## src/thf_pkg.sv

```systemverilog
// Constants for the transmit HDLC frame controller.
// Assumes a 250 MHz clock and register indexes as word addresses.
package thf_pkg;
   localparam logic [13:0] IDX_CFG = 14'h010f;
   localparam logic [13:0] IDX_CTRL1 = 14'h0110;
   localparam logic [13:0] IDX_SUPP = 14'h0111;
   localparam logic [13:0] IDX_DATA = 14'h0112;
   localparam logic [13:0] IDX_CTRL2 = 14'h0113;
   localparam logic [13:0] IDX_BOC = 14'h0115;
   localparam logic [13:0] IDX_STAT = 14'h0116;
   localparam int PORT_STRIDE = 32'h00000200;
   localparam int C1_FLAG_CNT = 7;
   localparam int C1_LOOP = 6;
   localparam int C1_RST = 5;
   localparam int C1_MAP = 4;
   localparam int C1_FILL = 3;
   localparam int C1_EOM = 2;
   localparam int C1_ZSD = 1;
   localparam int C1_CRCD = 0;
   localparam int C2_ABT = 7;
   localparam int C2_BOC = 6;
   localparam int C2_EN = 5;
   localparam int CFG_T1 = 0;
   localparam int CFG_FDL = 1;
   localparam int ENT_EOM = 8;
   localparam int ENT_LOOP = 9;
   localparam logic [7:0] REG_RESET = 8'h00;
   localparam logic [7:0] FLAG_BYTE = 8'h7e;
   localparam logic [7:0] IDLE_BYTE = 8'hff;
   localparam logic [7:0] ABORT_BYTE = 8'hfe;
   localparam logic [15:0] CRC_INIT = 16'hffff;
   localparam logic [15:0] CRC_POLY = 16'h8408;
   localparam int CLK_MHZ = 250;
   localparam int SRST_LIMIT_NS = 250000;
   localparam logic [3:0] SRST_LAST = 4'h7;
   localparam int FIFO_DEPTH = 4;
   localparam int FIFO_WIDTH = 10;
   localparam int LOOP_DEPTH = 64;
   typedef enum logic [5:0] {
      ST_FILL = 6'h01,
      ST_FLAG = 6'h02,
      ST_DATA = 6'h04,
      ST_CRC = 6'h08,
      ST_ABORT = 6'h10,
      ST_RESET = 6'h20
   } thf_st_t;
endpackage

```

## src/thf_fifo.sv

```systemverilog
// Small synchronous FIFO with valid/ready on both sides.
// Assumes one clock; flush empties it in one cycle.
`timescale 1ns/10ps
module thf_fifo #(
   parameter int WIDTH = thf_pkg::FIFO_WIDTH,
   parameter int DEPTH = thf_pkg::FIFO_DEPTH
) (
   input wire logic clock,
   input wire logic rst,
   input wire logic flush,
   input wire logic wr_valid,
   output logic wr_ready,
   input wire logic [WIDTH-1:0] wr_data,
   output logic rd_valid,
   input wire logic rd_ready,
   output logic [WIDTH-1:0] rd_data
);
   localparam int PW = $clog2(DEPTH);
   typedef struct packed {
      logic [PW:0] count;
      logic [PW-1:0] wptr;
      logic [PW-1:0] rptr;
   } thf_fifo_t;
   thf_fifo_t regs, next_regs;
   logic [WIDTH-1:0] store [DEPTH];
   logic push, pop;

   assign wr_ready = regs.count != (PW+1)'(DEPTH);
   assign rd_valid = regs.count != '0;
   assign rd_data = store[regs.rptr];
   assign push = wr_valid & wr_ready & ~flush;
   assign pop = rd_ready & rd_valid & ~flush;

   always_comb begin
      next_regs = regs;
      if (flush) begin
         next_regs = '0;
      end else begin
         if (push) begin
            next_regs.wptr = regs.wptr + 1'b1;
         end
         if (pop) begin
            next_regs.rptr = regs.rptr + 1'b1;
         end
         next_regs.count = regs.count + (PW+1)'(push) - (PW+1)'(pop);
      end
   end

   always_ff @(posedge clock or posedge rst) begin
      if (rst) begin
         regs <= '0;
      end else begin
         regs <= next_regs;
      end
   end

   always_ff @(posedge clock) begin
      if (push) begin
         store[regs.wptr] <= wr_data;
      end
   end
endmodule

```

## src/thf_tx_hdlc.sv

```systemverilog
// Transmit HDLC frame controller for one framer port, APB slave.
// Assumes slot requests come from framer logic on the same clock.
// Contract
// - One closing flag between messages, or two when flag count set.
// - Loop bit before last byte makes that message repeat.
// - Clearing loop bit: finish looping message, then flags until new data; the code sends the fill byte, FFh when fill select is set.
// - New message during loop ends it, flags, then new message.
// - Soft reset flushes FIFO, then abort and fill until new data.
// - Soft reset bit clears itself; reset takes under 250 us.
// - Mapping bit picks DS0 channel or FDL/Sa bits with enable.
// - Fill between messages is 7Eh or FFh per fill select.
// - End-of-message before last byte closes message with CRC.
// - Insert zero after five ones unless stuffer defeated.
// - Append two-byte CRC unless CRC defeat is set.
// - Each suppress bit removes one channel bit position from use.
// - Abort rising edge flushes FIFO, sends FEh, then fill.
// - In T1 mode send-BOC bit transmits six-bit BOC code.
// - Controller transmits only while its enable bit is one; BOC bits go out regardless of it.
// - Channel select takes effect only at controller reset.
`timescale 1ns/10ps
module thf_tx_hdlc #(
   parameter int PORT_NUM = 1,
   parameter int LOOP_DEPTH = thf_pkg::LOOP_DEPTH,
   parameter int SRST_LIMIT_CYC =
      thf_pkg::SRST_LIMIT_NS * thf_pkg::CLK_MHZ / 1000
) (
   input wire logic clock,
   input wire logic rst,
   input wire logic psel,
   input wire logic penable,
   input wire logic pwrite,
   input wire logic [15:0] paddr,
   input wire logic [31:0] pwdata,
   output logic [31:0] prdata,
   output logic pready,
   output logic pslverr,
   input wire logic slot_strobe,
   input wire logic [4:0] slot_channel,
   input wire logic [2:0] slot_bit_pos,
   input wire logic slot_is_fdl,
   output logic tx_bit,
   output logic tx_bit_valid
);
   localparam int AW = $clog2(LOOP_DEPTH);
   localparam logic [13:0] BASE =
      14'(thf_pkg::PORT_STRIDE * (PORT_NUM - 1));

   typedef struct packed {
      logic [7:0] ctrl1;
      logic [7:0] suppress;
      logic [7:0] ctrl2;
      logic [5:0] boc;
      logic [1:0] cfg;
      logic abort_prev;
      thf_pkg::thf_st_t st;
      logic [7:0] shreg;
      logic [3:0] cnt;
      logic [2:0] ones;
      logic [15:0] crc;
      logic [1:0] flags_left;
      logic last;
      logic loop_armed;
      logic replay;
      logic [AW:0] wr_idx;
      logic [AW:0] rd_idx;
      logic [AW:0] loop_len;
      logic [4:0] active_chan;
      logic [3:0] rst_cnt;
      logic [3:0] boc_cnt;
      logic pready;
      logic pslverr;
      logic [31:0] prdata;
      logic tx_bit;
      logic tx_valid;
   } thf_regs_t;

   thf_regs_t regs, next_regs;
   logic [7:0] loop_mem [LOOP_DEPTH];
   logic mem_we;
   logic [AW-1:0] mem_waddr;
   logic [7:0] mem_wdata;
   logic fifo_flush, fifo_wr_valid, fifo_wr_ready;
   logic fifo_rd_valid, fifo_rd_ready;
   logic [9:0] fifo_rd_data;
   logic [13:0] idx;
   logic sel_cfg, sel_c1, sel_supp, sel_data, sel_c2, sel_boc, sel_stat;
   logic mapped, acc, carried, boc_slot, adv, stuff, out_bit;
   logic abort_edge, ovr;
   logic [15:0] boc_word;
   logic [7:0] fill;
   logic [1:0] close_n;
   logic take_fifo, take_mem, first_byte;
   logic [AW:0] bidx;

   function automatic logic [15:0] crc_step(logic [15:0] c, logic b);
      logic fb;
      fb = c[0] ^ b;
      crc_step = c >> 1;
      if (fb) begin
         crc_step = crc_step ^ thf_pkg::CRC_POLY;
      end
   endfunction

   thf_fifo #(
      .WIDTH(thf_pkg::FIFO_WIDTH),
      .DEPTH(thf_pkg::FIFO_DEPTH)
   ) u_fifo (
      .clock(clock),
      .rst(rst),
      .flush(fifo_flush),
      .wr_valid(fifo_wr_valid),
      .wr_ready(fifo_wr_ready),
      .wr_data({regs.ctrl1[thf_pkg::C1_LOOP],
                regs.ctrl1[thf_pkg::C1_EOM]
                | regs.ctrl1[thf_pkg::C1_LOOP], pwdata[7:0]}),
      .rd_valid(fifo_rd_valid),
      .rd_ready(fifo_rd_ready),
      .rd_data(fifo_rd_data)
   );

   assign idx = paddr[15:2] - BASE;
   assign sel_cfg = idx == thf_pkg::IDX_CFG;
   assign sel_c1 = idx == thf_pkg::IDX_CTRL1;
   assign sel_supp = idx == thf_pkg::IDX_SUPP;
   assign sel_data = idx == thf_pkg::IDX_DATA;
   assign sel_c2 = idx == thf_pkg::IDX_CTRL2;
   assign sel_boc = idx == thf_pkg::IDX_BOC;
   assign sel_stat = idx == thf_pkg::IDX_STAT;
   assign mapped = sel_cfg | sel_c1 | sel_supp | sel_data | sel_c2
                   | sel_boc | sel_stat;
   assign acc = psel & penable;

   // BOC on FDL slots in T1
   assign boc_slot = slot_strobe & slot_is_fdl
                     & regs.cfg[thf_pkg::CFG_T1]
                     & regs.ctrl2[thf_pkg::C2_BOC];
   assign boc_word = {thf_pkg::IDLE_BYTE, 1'b0, regs.boc, 1'b0};

   assign carried = slot_strobe & ~boc_slot & regs.ctrl2[thf_pkg::C2_EN]
      & (regs.ctrl1[thf_pkg::C1_MAP]
         ? slot_is_fdl & regs.cfg[thf_pkg::CFG_FDL]
         : ~slot_is_fdl & slot_channel == regs.active_chan
           & ~regs.suppress[slot_bit_pos]);
   assign adv = carried & regs.st != thf_pkg::ST_RESET;

   // Zero insertion point
   // Ones run carries into the first flag bit after data
   assign stuff = regs.ones == 3'd5 & ~regs.ctrl1[thf_pkg::C1_ZSD];
   assign out_bit = regs.st == thf_pkg::ST_CRC ? ~regs.crc[0]
                    : regs.shreg[0];
   // Only a fresh rising edge aborts
   assign abort_edge = regs.ctrl2[thf_pkg::C2_ABT] & ~regs.abort_prev;
   assign ovr = abort_edge | regs.ctrl1[thf_pkg::C1_RST]
                | regs.st == thf_pkg::ST_RESET;

   always_comb begin
      next_regs = regs;
      fifo_rd_ready = 1'b0;
      fifo_wr_valid = 1'b0;
      fifo_flush = 1'b0;
      mem_we = 1'b0;
      mem_waddr = regs.wr_idx[AW-1:0];
      mem_wdata = fifo_rd_data[7:0];
      take_fifo = 1'b0;
      take_mem = 1'b0;
      first_byte = 1'b0;
      bidx = '0;
      fill = regs.ctrl1[thf_pkg::C1_FILL] ? thf_pkg::IDLE_BYTE
             : thf_pkg::FLAG_BYTE;
      close_n = regs.ctrl1[thf_pkg::C1_FLAG_CNT] ? 2'd2 : 2'd1;
      next_regs.tx_valid = 1'b0;
      next_regs.abort_prev = regs.ctrl2[thf_pkg::C2_ABT];
      if (boc_slot) begin
         next_regs.tx_valid = 1'b1;
         next_regs.tx_bit = boc_word[regs.boc_cnt];
         next_regs.boc_cnt = regs.boc_cnt + 4'd1;
      end
      if (adv) begin
         next_regs.tx_valid = 1'b1;
         if (stuff) begin
            next_regs.tx_bit = 1'b0;
            next_regs.ones = 3'd0;
         end else begin
            next_regs.tx_bit = out_bit;
            next_regs.ones = 3'd0;
            if (regs.st == thf_pkg::ST_DATA
                || regs.st == thf_pkg::ST_CRC) begin
               next_regs.ones = out_bit ? regs.ones + 3'd1 : 3'd0;
            end
            if (regs.st == thf_pkg::ST_DATA) begin
               next_regs.crc = crc_step(regs.crc, regs.shreg[0]);
            end
            if (regs.st == thf_pkg::ST_CRC) begin
               next_regs.crc = regs.crc >> 1;
            end
            next_regs.shreg = regs.shreg >> 1;
            next_regs.cnt = regs.cnt + 4'd1;
            if (regs.st == thf_pkg::ST_CRC ? regs.cnt == 4'hf
                : regs.cnt == 4'h7) begin
               next_regs.cnt = 4'h0;
               case (regs.st)
                  thf_pkg::ST_FILL: begin
                     if (fifo_rd_valid) begin
                        next_regs.st = thf_pkg::ST_FLAG;
                        next_regs.shreg = thf_pkg::FLAG_BYTE;
                        next_regs.flags_left = 2'd1;
                     end else begin
                        next_regs.shreg = fill;
                     end
                  end
                  thf_pkg::ST_FLAG: begin
                     if (regs.flags_left > 2'd1) begin
                        next_regs.flags_left = regs.flags_left - 2'd1;
                        next_regs.shreg = thf_pkg::FLAG_BYTE;
                     end else if (fifo_rd_valid) begin
                        take_fifo = 1'b1;
                        first_byte = 1'b1;
                     end else if (regs.loop_armed
                        && regs.ctrl1[thf_pkg::C1_LOOP]) begin
                        take_mem = 1'b1;
                        first_byte = 1'b1;
                     end else begin
                        next_regs.st = thf_pkg::ST_FILL;
                        next_regs.shreg = fill;
                        next_regs.loop_armed = 1'b0;
                        next_regs.replay = 1'b0;
                     end
                  end
                  thf_pkg::ST_DATA: begin
                     if (regs.last) begin
                        if (regs.ctrl1[thf_pkg::C1_CRCD]) begin
                           next_regs.st = thf_pkg::ST_FLAG;
                           next_regs.shreg = thf_pkg::FLAG_BYTE;
                           next_regs.flags_left = close_n;
                        end else begin
                           next_regs.st = thf_pkg::ST_CRC;
                        end
                     end else if (regs.replay) begin
                        take_mem = 1'b1;
                     end else if (fifo_rd_valid) begin
                        take_fifo = 1'b1;
                     end else begin
                        next_regs.st = thf_pkg::ST_ABORT;
                        next_regs.shreg = thf_pkg::ABORT_BYTE;
                     end
                  end
                  thf_pkg::ST_CRC: begin
                     next_regs.st = thf_pkg::ST_FLAG;
                     next_regs.shreg = thf_pkg::FLAG_BYTE;
                     next_regs.flags_left = close_n;
                  end
                  default: begin
                     next_regs.st = thf_pkg::ST_FILL;
                     next_regs.shreg = fill;
                  end
               endcase
            end
         end
      end
      if (take_fifo) begin
         bidx = first_byte ? '0 : regs.wr_idx;
         fifo_rd_ready = 1'b1;
         next_regs.st = thf_pkg::ST_DATA;
         next_regs.shreg = fifo_rd_data[7:0];
         next_regs.last = fifo_rd_data[thf_pkg::ENT_EOM];
         mem_we = bidx < (AW+1)'(LOOP_DEPTH);
         mem_waddr = bidx[AW-1:0];
         next_regs.wr_idx = bidx + 1'b1;
         if (first_byte) begin
            next_regs.replay = 1'b0;
            next_regs.crc = thf_pkg::CRC_INIT;
         end
         if (fifo_rd_data[thf_pkg::ENT_EOM]) begin
            next_regs.loop_armed = fifo_rd_data[thf_pkg::ENT_LOOP]
                                   & mem_we;
            next_regs.loop_len = bidx + 1'b1;
         end
      end
      if (take_mem) begin
         bidx = first_byte ? '0 : regs.rd_idx;
         next_regs.st = thf_pkg::ST_DATA;
         next_regs.shreg = loop_mem[bidx[AW-1:0]];
         next_regs.last = bidx + 1'b1 == regs.loop_len;
         next_regs.rd_idx = bidx + 1'b1;
         if (first_byte) begin
            next_regs.replay = 1'b1;
            next_regs.crc = thf_pkg::CRC_INIT;
         end
      end
      if (abort_edge && regs.st != thf_pkg::ST_RESET) begin
         fifo_flush = 1'b1;
         next_regs.st = thf_pkg::ST_ABORT;
         next_regs.shreg = thf_pkg::ABORT_BYTE;
         next_regs.cnt = 4'h0;
         next_regs.replay = 1'b0;
         next_regs.loop_armed = 1'b0;
         next_regs.ones = 3'd0;
      end
      if (regs.st == thf_pkg::ST_RESET) begin
         fifo_flush = 1'b1;
         next_regs.rst_cnt = regs.rst_cnt + 4'd1;
         if (regs.rst_cnt == thf_pkg::SRST_LAST) begin
            next_regs.ctrl1[thf_pkg::C1_RST] = 1'b0;
            next_regs.st = thf_pkg::ST_ABORT;
            next_regs.shreg = thf_pkg::ABORT_BYTE;
            next_regs.cnt = 4'h0;
            next_regs.ones = 3'd0;
            next_regs.active_chan = regs.ctrl2[4:0];
         end
      end else if (regs.ctrl1[thf_pkg::C1_RST]) begin
         fifo_flush = 1'b1;
         next_regs.st = thf_pkg::ST_RESET;
         next_regs.rst_cnt = 4'h0;
         next_regs.replay = 1'b0;
         next_regs.loop_armed = 1'b0;
      end
      // APB answer one cycle into the access phase
      if (acc && !regs.pready) begin
         if (!(sel_data && pwrite && !fifo_wr_ready)) begin
            next_regs.pready = 1'b1;
            next_regs.pslverr = ~mapped;
            next_regs.prdata = '0;
            if (!pwrite) begin
               case (1'b1)
                  sel_cfg: next_regs.prdata[1:0] = regs.cfg;
                  sel_c1: next_regs.prdata[7:0] = regs.ctrl1;
                  sel_supp: next_regs.prdata[7:0] = regs.suppress;
                  sel_c2: next_regs.prdata[7:0] = regs.ctrl2;
                  sel_boc: next_regs.prdata[5:0] = regs.boc;
                  sel_stat: next_regs.prdata[5:0] = {
                     regs.st == thf_pkg::ST_FILL,
                     regs.st == thf_pkg::ST_RESET, regs.replay,
                     regs.loop_armed, ~fifo_wr_ready, fifo_rd_valid};
                  default: next_regs.prdata = '0;
               endcase
            end
         end
      end
      if (acc && regs.pready) begin
         next_regs.pready = 1'b0;
         next_regs.pslverr = 1'b0;
         if (pwrite) begin
            case (1'b1)
               sel_cfg: next_regs.cfg = pwdata[1:0];
               sel_c1: next_regs.ctrl1 = pwdata[7:0];
               sel_supp: next_regs.suppress = pwdata[7:0];
               sel_c2: next_regs.ctrl2 = pwdata[7:0];
               sel_boc: next_regs.boc = pwdata[5:0];
               sel_data: begin
                  fifo_wr_valid = 1'b1;
                  next_regs.ctrl1[thf_pkg::C1_EOM] = 1'b0;
               end
               default: next_regs.pslverr = 1'b0;
            endcase
         end
      end
   end

   always_ff @(posedge clock or posedge rst) begin
      if (rst) begin
         regs <= '0;
         regs.st <= thf_pkg::ST_FILL;
         regs.shreg <= thf_pkg::FLAG_BYTE;
         regs.crc <= thf_pkg::CRC_INIT;
      end else begin
         regs <= next_regs;
      end
   end

   always_ff @(posedge clock) begin
      if (mem_we) begin
         loop_mem[mem_waddr] <= mem_wdata;
      end
   end

   assign prdata = regs.prdata;
   assign pready = regs.pready;
   assign pslverr = regs.pslverr;
   assign tx_bit = regs.tx_bit;
   assign tx_bit_valid = regs.tx_valid;

   int busy_cnt;
   always_ff @(posedge clock or posedge rst) begin
      if (rst) begin
         busy_cnt <= 0;
      end else begin
         busy_cnt <= regs.ctrl1[thf_pkg::C1_RST] ? busy_cnt + 1 : 0;
      end
   end
endmodule

```

## config.mk

```make
export PLATFORM = sky130hd
export DESIGN_NAME = thf_tx_hdlc
export DESIGN_NICKNAME = d
export VERILOG_FILES = /design/src/thf_pkg.sv /design/src/thf_fifo.sv /design/src/thf_tx_hdlc.sv
export SDC_FILE = /design/constraint.sdc
export NUM_CORES = 1
export LEC_CHECK = 0
export BUFFER_PORTS_ARGS = -buffer_cell sky130_fd_sc_hd__buf_2
export CELL_PAD_IN_SITES_DETAIL_PLACEMENT = 0
export CELL_PAD_IN_SITES_GLOBAL_PLACEMENT = 1
export CORE_MARGIN = 3
export CORE_UTILIZATION = 50
export DETAILED_ROUTE_END_ITERATION = 8
export GPL_TIMING_DRIVEN = 0
export PLACE_DENSITY = 0.87
export SYNTH_ARGS = -nofsm -noshare
export SYNTH_HDL_FRONTEND = slang
export SYNTH_SLANG_ARGS = --single-unit
```

## constraint.sdc

```tcl
create_clock -name clock -period 6.2 [get_ports clock]
set_input_delay 1.55 -clock clock [delete_from_list [all_inputs] [get_ports clock]]
set_output_delay 1.55 -clock clock [all_outputs]
set_load 0.02 [all_outputs]
```

# == Word level (Yosys, flattened, before mapping) ==
# Memories as Yosys holds them, arrays and structs flattened.
# Index checks and enable logic that the tools add are counted.
# word_totals
output_inout_bits,36
word_cells,309
n_memories,2
ram_bits,552
input_bits,63
ff_bits,152
latchBits,0
mem_bits_ro,0
# memory_table
name,depth,width,read_ports,rd_ports_with_merged_regs,write_ports,line,text
loop_mem,64,8,1,0,1,thf_tx_hdlc.sv:78,logic [7:0] loop_mem [LOOP_DEPTH];
u_fifo.store,4,10,1,0,1,thf_fifo.sv:25,logic [WIDTH-1:0] store [DEPTH];
# classes
muxes,162
div_mod_pow,0
bitwise_logic,42
n_shift,0
order_cmp,4
reduce_logical,29
add_sub_neg,11
n_eq_ne,28
n_mul,0
# op_table
operator,n
$mux W16,7
$eq A14 B9 Y1 const B,7
$mux W14,7
$mux W8,11
$mux W2,34
$mux W34,2
$mux W30,2
$mux W6,10
$mux W1,57
$pmux W14 S4,1
$mux W18,3
$mux W21,2
$mux W39,1
$mux W4,9
$mux W7,4
$and A1 B1 Y1,18
$mux W15,1
$mux W3,5
$not A1 Y1,15
$add A7 B1 Y7 const B,2
$ne A2 B2 Y1 const B,7
$reduce_and A7 Y1,2
$reduce_bool A2 Y1,7
$add A4 B1 Y4 const B,3
other kinds (41),59

# == Depth between registers and ports, before layout ==
# Gate-level depths: netlist of the first run.
# depth
depth_word,19
ltp_mapped,18
ltp_nobuf,16

# == Cells and area by module ==
# Synthesis of the first run repeated with hierarchy kept, for this count alone.
# hier_totals
cells_unflattened,2103
hier_area_um2,29497.0
# modules_own_cells
module,n_inst,cells_each,area_each_um2
thf_tx_hdlc,1,2001,27568.9
thf_fifo,1,102,1928.1

# == Least setup slack after synthesis of the first run ==
# No wires, ideal clock.
# synth_path
kind,input to register
start,input port slot_channel[2]
end,register u_fifo.regs[6] (netlist bit)
n_path_buf,1
required_time_ps,6075
arrival_time_ps,4563
stages,15
setup_ps,125
path_slack_ps,1512
cell_sequence,xor2_1 -> nor4_1 -> a41oi_2 -> nor3_1 -> nand2_1 -> clkbuf_1 -> nor2_1 -> ha_1 -> inv_1 -> ha_1 -> inv_1 -> fa_1 -> xor2_1 -> xnor2_1 -> nor2_1
# synth_between
elab_chain_len,12
# synth_lines
item,line,text
from (decl),thf_tx_hdlc.sv:38,"input wire logic [4:0] slot_channel,"
$eq A5 B5 Y1,thf_tx_hdlc.sv:142,: ~slot_is_fdl & slot_channel == regs.active_chan
$and A1 B1 Y1,thf_tx_hdlc.sv:142,
$and A1 B1 Y1,thf_tx_hdlc.sv:143,& ~regs.suppress[slot_bit_pos]);
$mux W1,thf_tx_hdlc.sv:141,? slot_is_fdl & regs.cfg[thf_pkg::CFG_FDL]
$and A1 B1 Y1,thf_tx_hdlc.sv:140,& (regs.ctrl1[thf_pkg::C1_MAP]
$and A1 B1 Y1,thf_tx_hdlc.sv:144,assign adv = carried & regs.st != thf_pkg::ST_RESET;
$mux W1,thf_tx_hdlc.sv:178,if (adv) begin
$mux W1,thf_tx_hdlc.sv:260,if (take_fifo) begin
$and A1 B1 Y1 (2 in series),thf_fifo.sv:32,assign pop = rd_ready & rd_valid & ~flush;
$sub A3 B1 Y3,thf_fifo.sv:45,next_regs.count = regs.count + (PW+1)'(push) - (PW+1)'(pop);
$mux W7,thf_fifo.sv:36,if (flush) begin
named net u_fifo.next_regs[6],thf_fifo.sv:24,"thf_fifo_t regs, next_regs;"
to (signal assigned),thf_fifo.sv:53,regs <= next_regs;
to (decl),thf_fifo.sv:24,
# The timed path passes the listed nets, and every way through them passes these cells.
# A chain may end at the register's enable or synchronous reset.

# == Worst setup path in the final report of the first run ==
# layout_path
start,input port slot_strobe
end,register regs[72] (netlist bit)
# layout_between
elab_chain_len,13
word_cells_on_any_way,16
cone_classes,1 x add/sub; 1 x eq/ne; 5 x mux; 8 x bitwise; 1 x reduce/logical
# layout_lines
item,line,text
from (decl),thf_tx_hdlc.sv:37,"input wire logic slot_strobe,"
$and A1 B1 Y1,thf_tx_hdlc.sv:134,assign boc_slot = slot_strobe & slot_is_fdl
$and A1 B1 Y1,thf_tx_hdlc.sv:135,& regs.cfg[thf_pkg::CFG_T1]
$and A1 B1 Y1,thf_tx_hdlc.sv:136,& regs.ctrl2[thf_pkg::C2_BOC];
$not A1 Y1,thf_tx_hdlc.sv:139,assign carried = slot_strobe & ~boc_slot & regs.ctrl2[thf_pkg::C2_EN]
$and A1 B1 Y1 * (2 in series),thf_tx_hdlc.sv:139,
$and A1 B1 Y1 *,thf_tx_hdlc.sv:140,
$and A1 B1 Y1 *,thf_tx_hdlc.sv:144,
$mux W1,thf_tx_hdlc.sv:178,
$mux W7,thf_tx_hdlc.sv:280,bidx = first_byte ? '0 : regs.rd_idx;
$add A7 B1 Y7,thf_tx_hdlc.sv:283,next_regs.last = bidx + 1'b1 == regs.loop_len;
$eq A7 B7 Y1,thf_tx_hdlc.sv:283,
$mux W1,thf_tx_hdlc.sv:279,if (take_mem) begin
to (signal assigned),thf_tx_hdlc.sv:366,regs <= next_regs;
to (decl),thf_tx_hdlc.sv:77,"thf_regs_t regs, next_regs;"
# Every way passes the cells marked *; elsewhere a longest branch is shown, timed or not.

==> summary.txt, run 1 <==
Status
  • Outcome: finished clean

Synth
  • Asr flop ratio synth: 18.8%
  • Cell count after synthesis: 2050
  • Register bit total from synthesis: 680
  • Sequential fraction of the synthesis area: 67.5%
  • Post-synth EDFFs: 552
  • Yosys warns: 0
  • Synth cell types: 81
  • Mapped cell area: 29400 um2
  • Main synth FF type: edfxtp_1
  • Avg Inst Size Synth: 14.3 um2

Run
  • Max-cap viol count: 0

STA
  • Tightest Pin Transition: 1.40 ns
  • Setup violations, final: 0
  • Highest clock rate: 173 MHz
  • Fin Setup TNS: 0 ns
  • RSZ-0062 raised after global routing: no
  • Slew headroom: 6.88%
  • Final period util: 93.3%
  • Min Tclk post-route: 5.79 ns
  • Max Slew Vio Count: 0
  • Clock Skew: 0.0291 ns
  • Final hold vios: 0

Die
  • Core Area: 57900 um2
  • Die Wd: 248 um
  • Vert. Die Dim: 248 um
  • Placement Rows: 88
  • Die area: 61600 um2
  • Initial Util: 50.7%
  • # IOs: 99

Pwr
  • Pwr Density: 281 nW/um2
  • P_leak: 11.4 nW
  • Peak supply drop: 0.278 mV

Final layout
  • Commonest non-fill, non-tap cells in the layout: 552 x edfxtp_1, 166 x nand2_1, 164 x nor2_1
  • FILL cells: 4560
  • Antenna cell count: 0
  • Most common cell after layout, fill and taps aside: edfxtp_1
  • Final instance area: 33000 um2
  • Share of cells above drive strength 1: 16.8%
  • P&R area growth vs syn: 12.6%
  • # nets final: 2277

Critical path
  • Crit path arrival time: 6.33 ns
  • Kind of critical path: input pin to flip-flop
  • Data required, critical path: 6.74 ns
  • Startpoint types: input pin
  • Max FO, Critical Path: 10
  • Critical Path End Type: flip-flop

Hold path
  • HP Class: flip-flop to flip-flop

Placement
  • Routability cong.: 1.04
  • Post-DP Area: 30700 um2
  • DP HPWL: 59300 um
  • PortBufs: 46

GRT
  • Vias in the first global route: 18960
  • First-pass GRT wire length: 128000 um
  • Largest net degree at the start of global routing: 77
  • Congestion Overflow GR: 0
  • Total global-route track usage: 29.0%
  • Initial antenna violation count: 1

Route
  • Wire per inst: 29.5 um
  • Routed Antenna Nets: 0
  • WL final: 88900 um
  • Starting DRT DRC Count: 2669
  • Residual DRC count: 0
  • DR vias: 19492
  • DRT Pass-1 Iters: 6
  • Vias per std cell: 6.46

CTS
  • Clock transition at the registers of the reported paths: 0.06 ns
  • Post_cts resized: 0
  • Setup Fix Bufs, Post-CTS: 0
  • H-Tree Depth: 3
  • Clock root buffer: clkbuf_16
  • TritonCTS buffer count: 72
  • Clock sinks: 680
  • Hold_buf cts: 0
  • Clk_lat worst skew: 0.62 ns
  • CTS tree: built
  • Clock tree buffer depth: 3
-- cells by family after synthesis --
logic type,after synthesis,share of synthesized area [%]
compound gates,410,9.44
xor+xnor,31,0.925
fa+ha+maj,15,0.665
buf+inv,178,2.76
flops,680,67.5
mux,235,10.8
other cells,1,0.0128
simple gates,500,7.96
-- synth_stat cells (all sizes together), types with 7 or more instances --
library cell	count	area (um2)
o31ai	13	139
nand4b	8	70.1
nor2	164	616
mux4	56	1260
a21oi	102	510
nand2b	14	87.6
a22oi	13	97.6
a221o	10	100
nor4	11	103
edfxtp	552	16600
a31oi	25	156
a221oi	15	138
nand3b	7	52.6
clkbuf	88	330
nand2	166	623
or3	8	50.1
a22o	8	70.1
and3	11	68.8
mux2	83	935
mux2i	96	961
o22ai	22	138
dfrtp	105	2630
o221ai	20	175
nand4	11	68.8
nand3	25	130
a211oi	14	105
dfstp	23	604
xnor2	18	158
o21ai	90	450
a2111oi	15	131
nor2b	9	56.3
o211ai	12	95.1
xor2	13	114
ha	14	175
o311ai	9	78.8
and2	13	81.3
nor3	31	155
buf	59	364
inv	30	113
-- flip-flops by register name, summed over array words and instances, names as in the netlist --
register,count
pslverr,1
tx_bit_valid,1
u_fifo.regs,7
u_fifo.store,40
tx_bit,1
loop_mem,512
next_regs,1
pready,1
boc_word,6
prdata,8
regs,102
-- layout make-up --
type	instances	area [um2]	area share, %
Timing Repair Buffer	52	308	0.932
Buffer	147	694	2.10
Clock buffer	93	1950	5.89
Clock inverter	34	373	1.13
Sequential cell	680	19800	60.0
Multi-Input combinational cell	1215	8830	26.7
Inverter	31	121	0.367
Tap cell	765	957	2.90
-- report_power, final --
group | switching [mW] | internal, mW
logic | 0.0648 | 0.0300
registers | 0.00312 | 4.88
clock network | 1.77 | 2.51
-- path summary, 6_finish.rpt --
check	startpoint	endpoint	slack [ns]	cells after the start
worst max-delay path	slot_strobe	regs[72]	0.41	15
worst min-delay path	next_regs[112]	regs[112]	0.45	0
worst max register to register	regs[143]	regs[53]	0.92	13
worst min register to register	next_regs[112]	regs[112]	0.45	0
max in group asynchronous	rst	regs[139]	4.45	3
min in group asynchronous	rst	regs[61]	0.99	2
-- critical path, cell delays in order --
cell and delay (ns):
buf_2 0.11, and4_1 0.26, a211oi_1 0.74, nand3_1 0.72
o31ai_4 1.01, inv_2 0.30, ha_1 0.37, nand3_1 0.16
nor2_1 0.13, xnor2_1 0.15, nor4b_1 0.27, a31oi_1 0.07
o32ai_1 0.16, o2111ai_1 0.19, nand3_1 0.12
-- routing by layer --
layer,share of wire [%],GRT usage (%),up-vias,wire length [um]
met3,9.9,5.65,241,8780
met2,46,45.4,1193,41300
met5,0,0,-,0
met1,39,39.8,9880,34700
met4,4.7,12.7,0,4190
li1,-,-,8178,-
-- through the flow --
| stage | hold WS [ns] | util, % | cells | setup WS, ns | power (mW) |
|---|---|---|---|---|---|
| 4_1_cts | 0.442 | 56.9 | 3012 | 0.233 | 9.30 |
| 5_1_grt | 0.456 | 57.0 | 3017 | 0.240 | 9.48 |
| 2_1_floorplan | 0.383 | - | 2073 | 1.28 | 5.04 |
| 3_5_place_dp | 0.422 | 52.9 | 2885 | -0.381 | 5.07 |
| 3_3_place_gp | 0.423 | 52.9 | 2884 | -0.344 | 5.07 |
| 6_report | 0.451 | 57.0 | 3017 | 0.414 | 9.27 |
Power figures use the tool's default switching activity.
==> run 2, diff against run 1 <==
Settings changed: GPL_TIMING_DRIVEN 0 to unset, SKIP_CTS_REPAIR_TIMING set to 1.
==> run 2 against run 1 <==
Against the previous run:
- utilization down 0.51 points
- setup slack improved by 0.95 ns
- highest routed layer unchanged
- non-clock buffer count fell by 80
- sequential share of layout area up 0.58 points
- via count fell by 6.6%
- register-to-register slack improved by 0.90 ns
- fmax is 20% higher
- critical path type unchanged
- clock power shrank 4.9%
- sequential power barely moved
- sequential cell count did not move
==> summary.txt, run 2 (synthesized netlist as in run 1, its figures left out) <==
Status
  • Outcome: finished clean

GRT
  • Total global-route track usage: 23.9% (-5.1 points)
  • Congestion Overflow GR: 0 (unchanged)
  • Largest net degree at the start of global routing: 76 (-1.3%)
  • Vias in the first global route: 18182 (-4.1%)
  • First-pass GRT wire length: 110000 um (-14%)
  • Initial antenna violation count: 0 (-1)

STA
  • Clock Skew: 0.0234 ns (-0.00572 ns)
  • Slew headroom: 12.8% (+6.0 points)
  • RSZ-0062 raised after global routing: no
  • Tightest Pin Transition: 1.30 ns (-0.0941 ns)
  • Highest clock rate: 207 MHz (+20%)
  • Final hold vios: 0 (unchanged)
  • Fin Setup TNS: 0 ns (unchanged)
  • Final period util: 78.0% (-15 points)
  • Setup violations, final: 0 (unchanged)
  • Final hold slack: 0.453 ns (+0.00216 ns)
  • Min Tclk post-route: 4.84 ns (-0.949 ns)
  • Max Slew Vio Count: 0 (unchanged)

CTS
  • Clk_lat worst skew: 0.62 ns (about the same)
  • TritonCTS buffer count: 71 (-1.4%)
  • Clock root buffer: clkbuf_16
  • H-Tree Depth: 3 (unchanged)
  • Clock sinks: 680 (unchanged)
  • CTS tree: built
  • Clock tree buffer depth: 3 (unchanged)
  • Clock transition at the registers of the reported paths: 0.06 ns (about the same)

Critical path
  • Startpoint types: input pin
  • Cell family with most CP delay: compound AO/OA/AOI/OAI gates
  • Flop-to-flop setup slack: 1.82 ns (+0.90 ns)
  • Kind of critical path: input pin to flip-flop
  • Critical-path cell list: buf_2 > xor2_1 > nor4_1 > a41o_1 > nand4_1 > buf_4 > nand2_1 > a2bb2oi_1 > a2111oi_0 > a211oi_1 > a211o_1
  • Highest cell delay on the worst timing path: 0.70 ns (-0.31 ns)
  • Buf/Inv on CP: 2 (unchanged)
  • Critical Path End Type: flip-flop
  • Data required, critical path: 6.70 ns (-0.04 ns)
  • Max FO, Critical Path: 9 (-1)
  • Crit path arrival time: 5.33 ns (-1.00 ns)
  • Slowest cell on crit path: a2111oi_0

Route
  • Residual DRC count: 0 (unchanged)
  • DRT met1 WL: 28400 um (-18%)
  • Wire per inst: 24.7 um (-16%)
  • WL final: 72500 um (-18%)
  • Vias per std cell: 6.20 (-4.0%)
  • Metal2 WL: 34600 um (-16%)
  • Routed Antenna Nets: 0 (unchanged)
  • DRT Pass-1 Iters: 5 (-1)
  • DR vias: 18197 (-6.6%)
  • Met3 WL: 6310 um (-28%)
  • Starting DRT DRC Count: 2015 (-25%)
  • Uppermost layer routed: met4

Final layout
  • P&R area growth vs syn: 11.5%
  • Antenna cell count: 0 (unchanged)
  • Most flops, register: loop_mem
  • Share of cells above drive strength 1: 18.5% (+1.7 points)
  • Final instance area: 32700 um2 (-0.90%)
  • Most common cell after layout, fill and taps aside: edfxtp_1
  • Commonest non-fill, non-tap cells in the layout: 552 x edfxtp_1, 166 x nand2_1, 164 x nor2_1
  • # nets final: 2196 (-3.6%)
  • Max reg flops: 512 (unchanged)
  • Core Util, Final: 56.5% (-0.51 points)
  • Largest regs: loop_mem x512, regs x102, u_fifo.store x40

Placement
  • DP HPWL: 45600 um (-23%)
  • PortBufs: 48 (+4.3%)
  • Routability cong.: 0.951 (-8.2%)
  • Post-DP Area: 30500 um2 (-0.48%)

Die
  • Core Area: 57900 um2 (unchanged)
  • Initial Util: 50.7% (unchanged)
  • Vert. Die Dim: 248 um (unchanged)
  • Die area: 61600 um2 (unchanged)
  • # IOs: 99 (unchanged)
  • Die Wd: 248 um (unchanged)
  • Placement Rows: 88 (unchanged)

Run
  • Max-cap viol count: 0 (unchanged)

Pwr
  • Peak supply drop: 0.392 mV (+41%)
  • Pwr Density: 276 nW/um2 (-1.5%)
  • P_leak: 11.3 nW (-0.65%)

Hold path
  • HP Class: flip-flop to flip-flop
-- run 2: path summary, 6_finish.rpt --
kind | end | startpoint | cells past startpoint
setup / recovery | regs[105] | slot_channel[2] | 11
hold reg to reg | regs[112] | next_regs[112] | 0
max in group asynchronous | regs[133] | rst | 3
hold / removal | regs[112] | next_regs[112] | 0
setup reg to reg | loop_mem[20][1] | regs[107] | 9
min in group asynchronous | regs[41] | rst | 2
-- run 2: per-stage QoR --
step	total power [mW]	instances	setup slack (ns)
floorplan	5.04	2073	1.28
global placement	5.06	2810	0.830
detailed placement	5.06	2810	0.803
CTS	9.12	2934	1.44
global route	9.31	2934	1.18
finish	9.05	2934	1.36
-- run 2: power breakdown --
group          switching, mW  internal (mW)  leakage (nW)
Sequential           0.00297           4.88          6.66
Clock                   1.70           2.39          1.09
Combinational         0.0610         0.0181          3.58
Total                   1.76           7.29          11.3
-- run 2: metal layers --
metal | GRT usage (%) | vias up
met2 | 38.1 | 890
met4 | 10.4 | 0
li1 | - | 7999
met1 | 31.9 | 9123
met5 | 0 | -
met3 | 4.97 | 185
-- run 2: cell type report --
type	count	area, um2
repair buffers	119	773
inverters	31	119
fillers	4570	25200
clock buffers	98	2000
flip-flops and latches	680	19800
well taps	765	957
multi-input cells	1215	8840
clock inverters	26	224
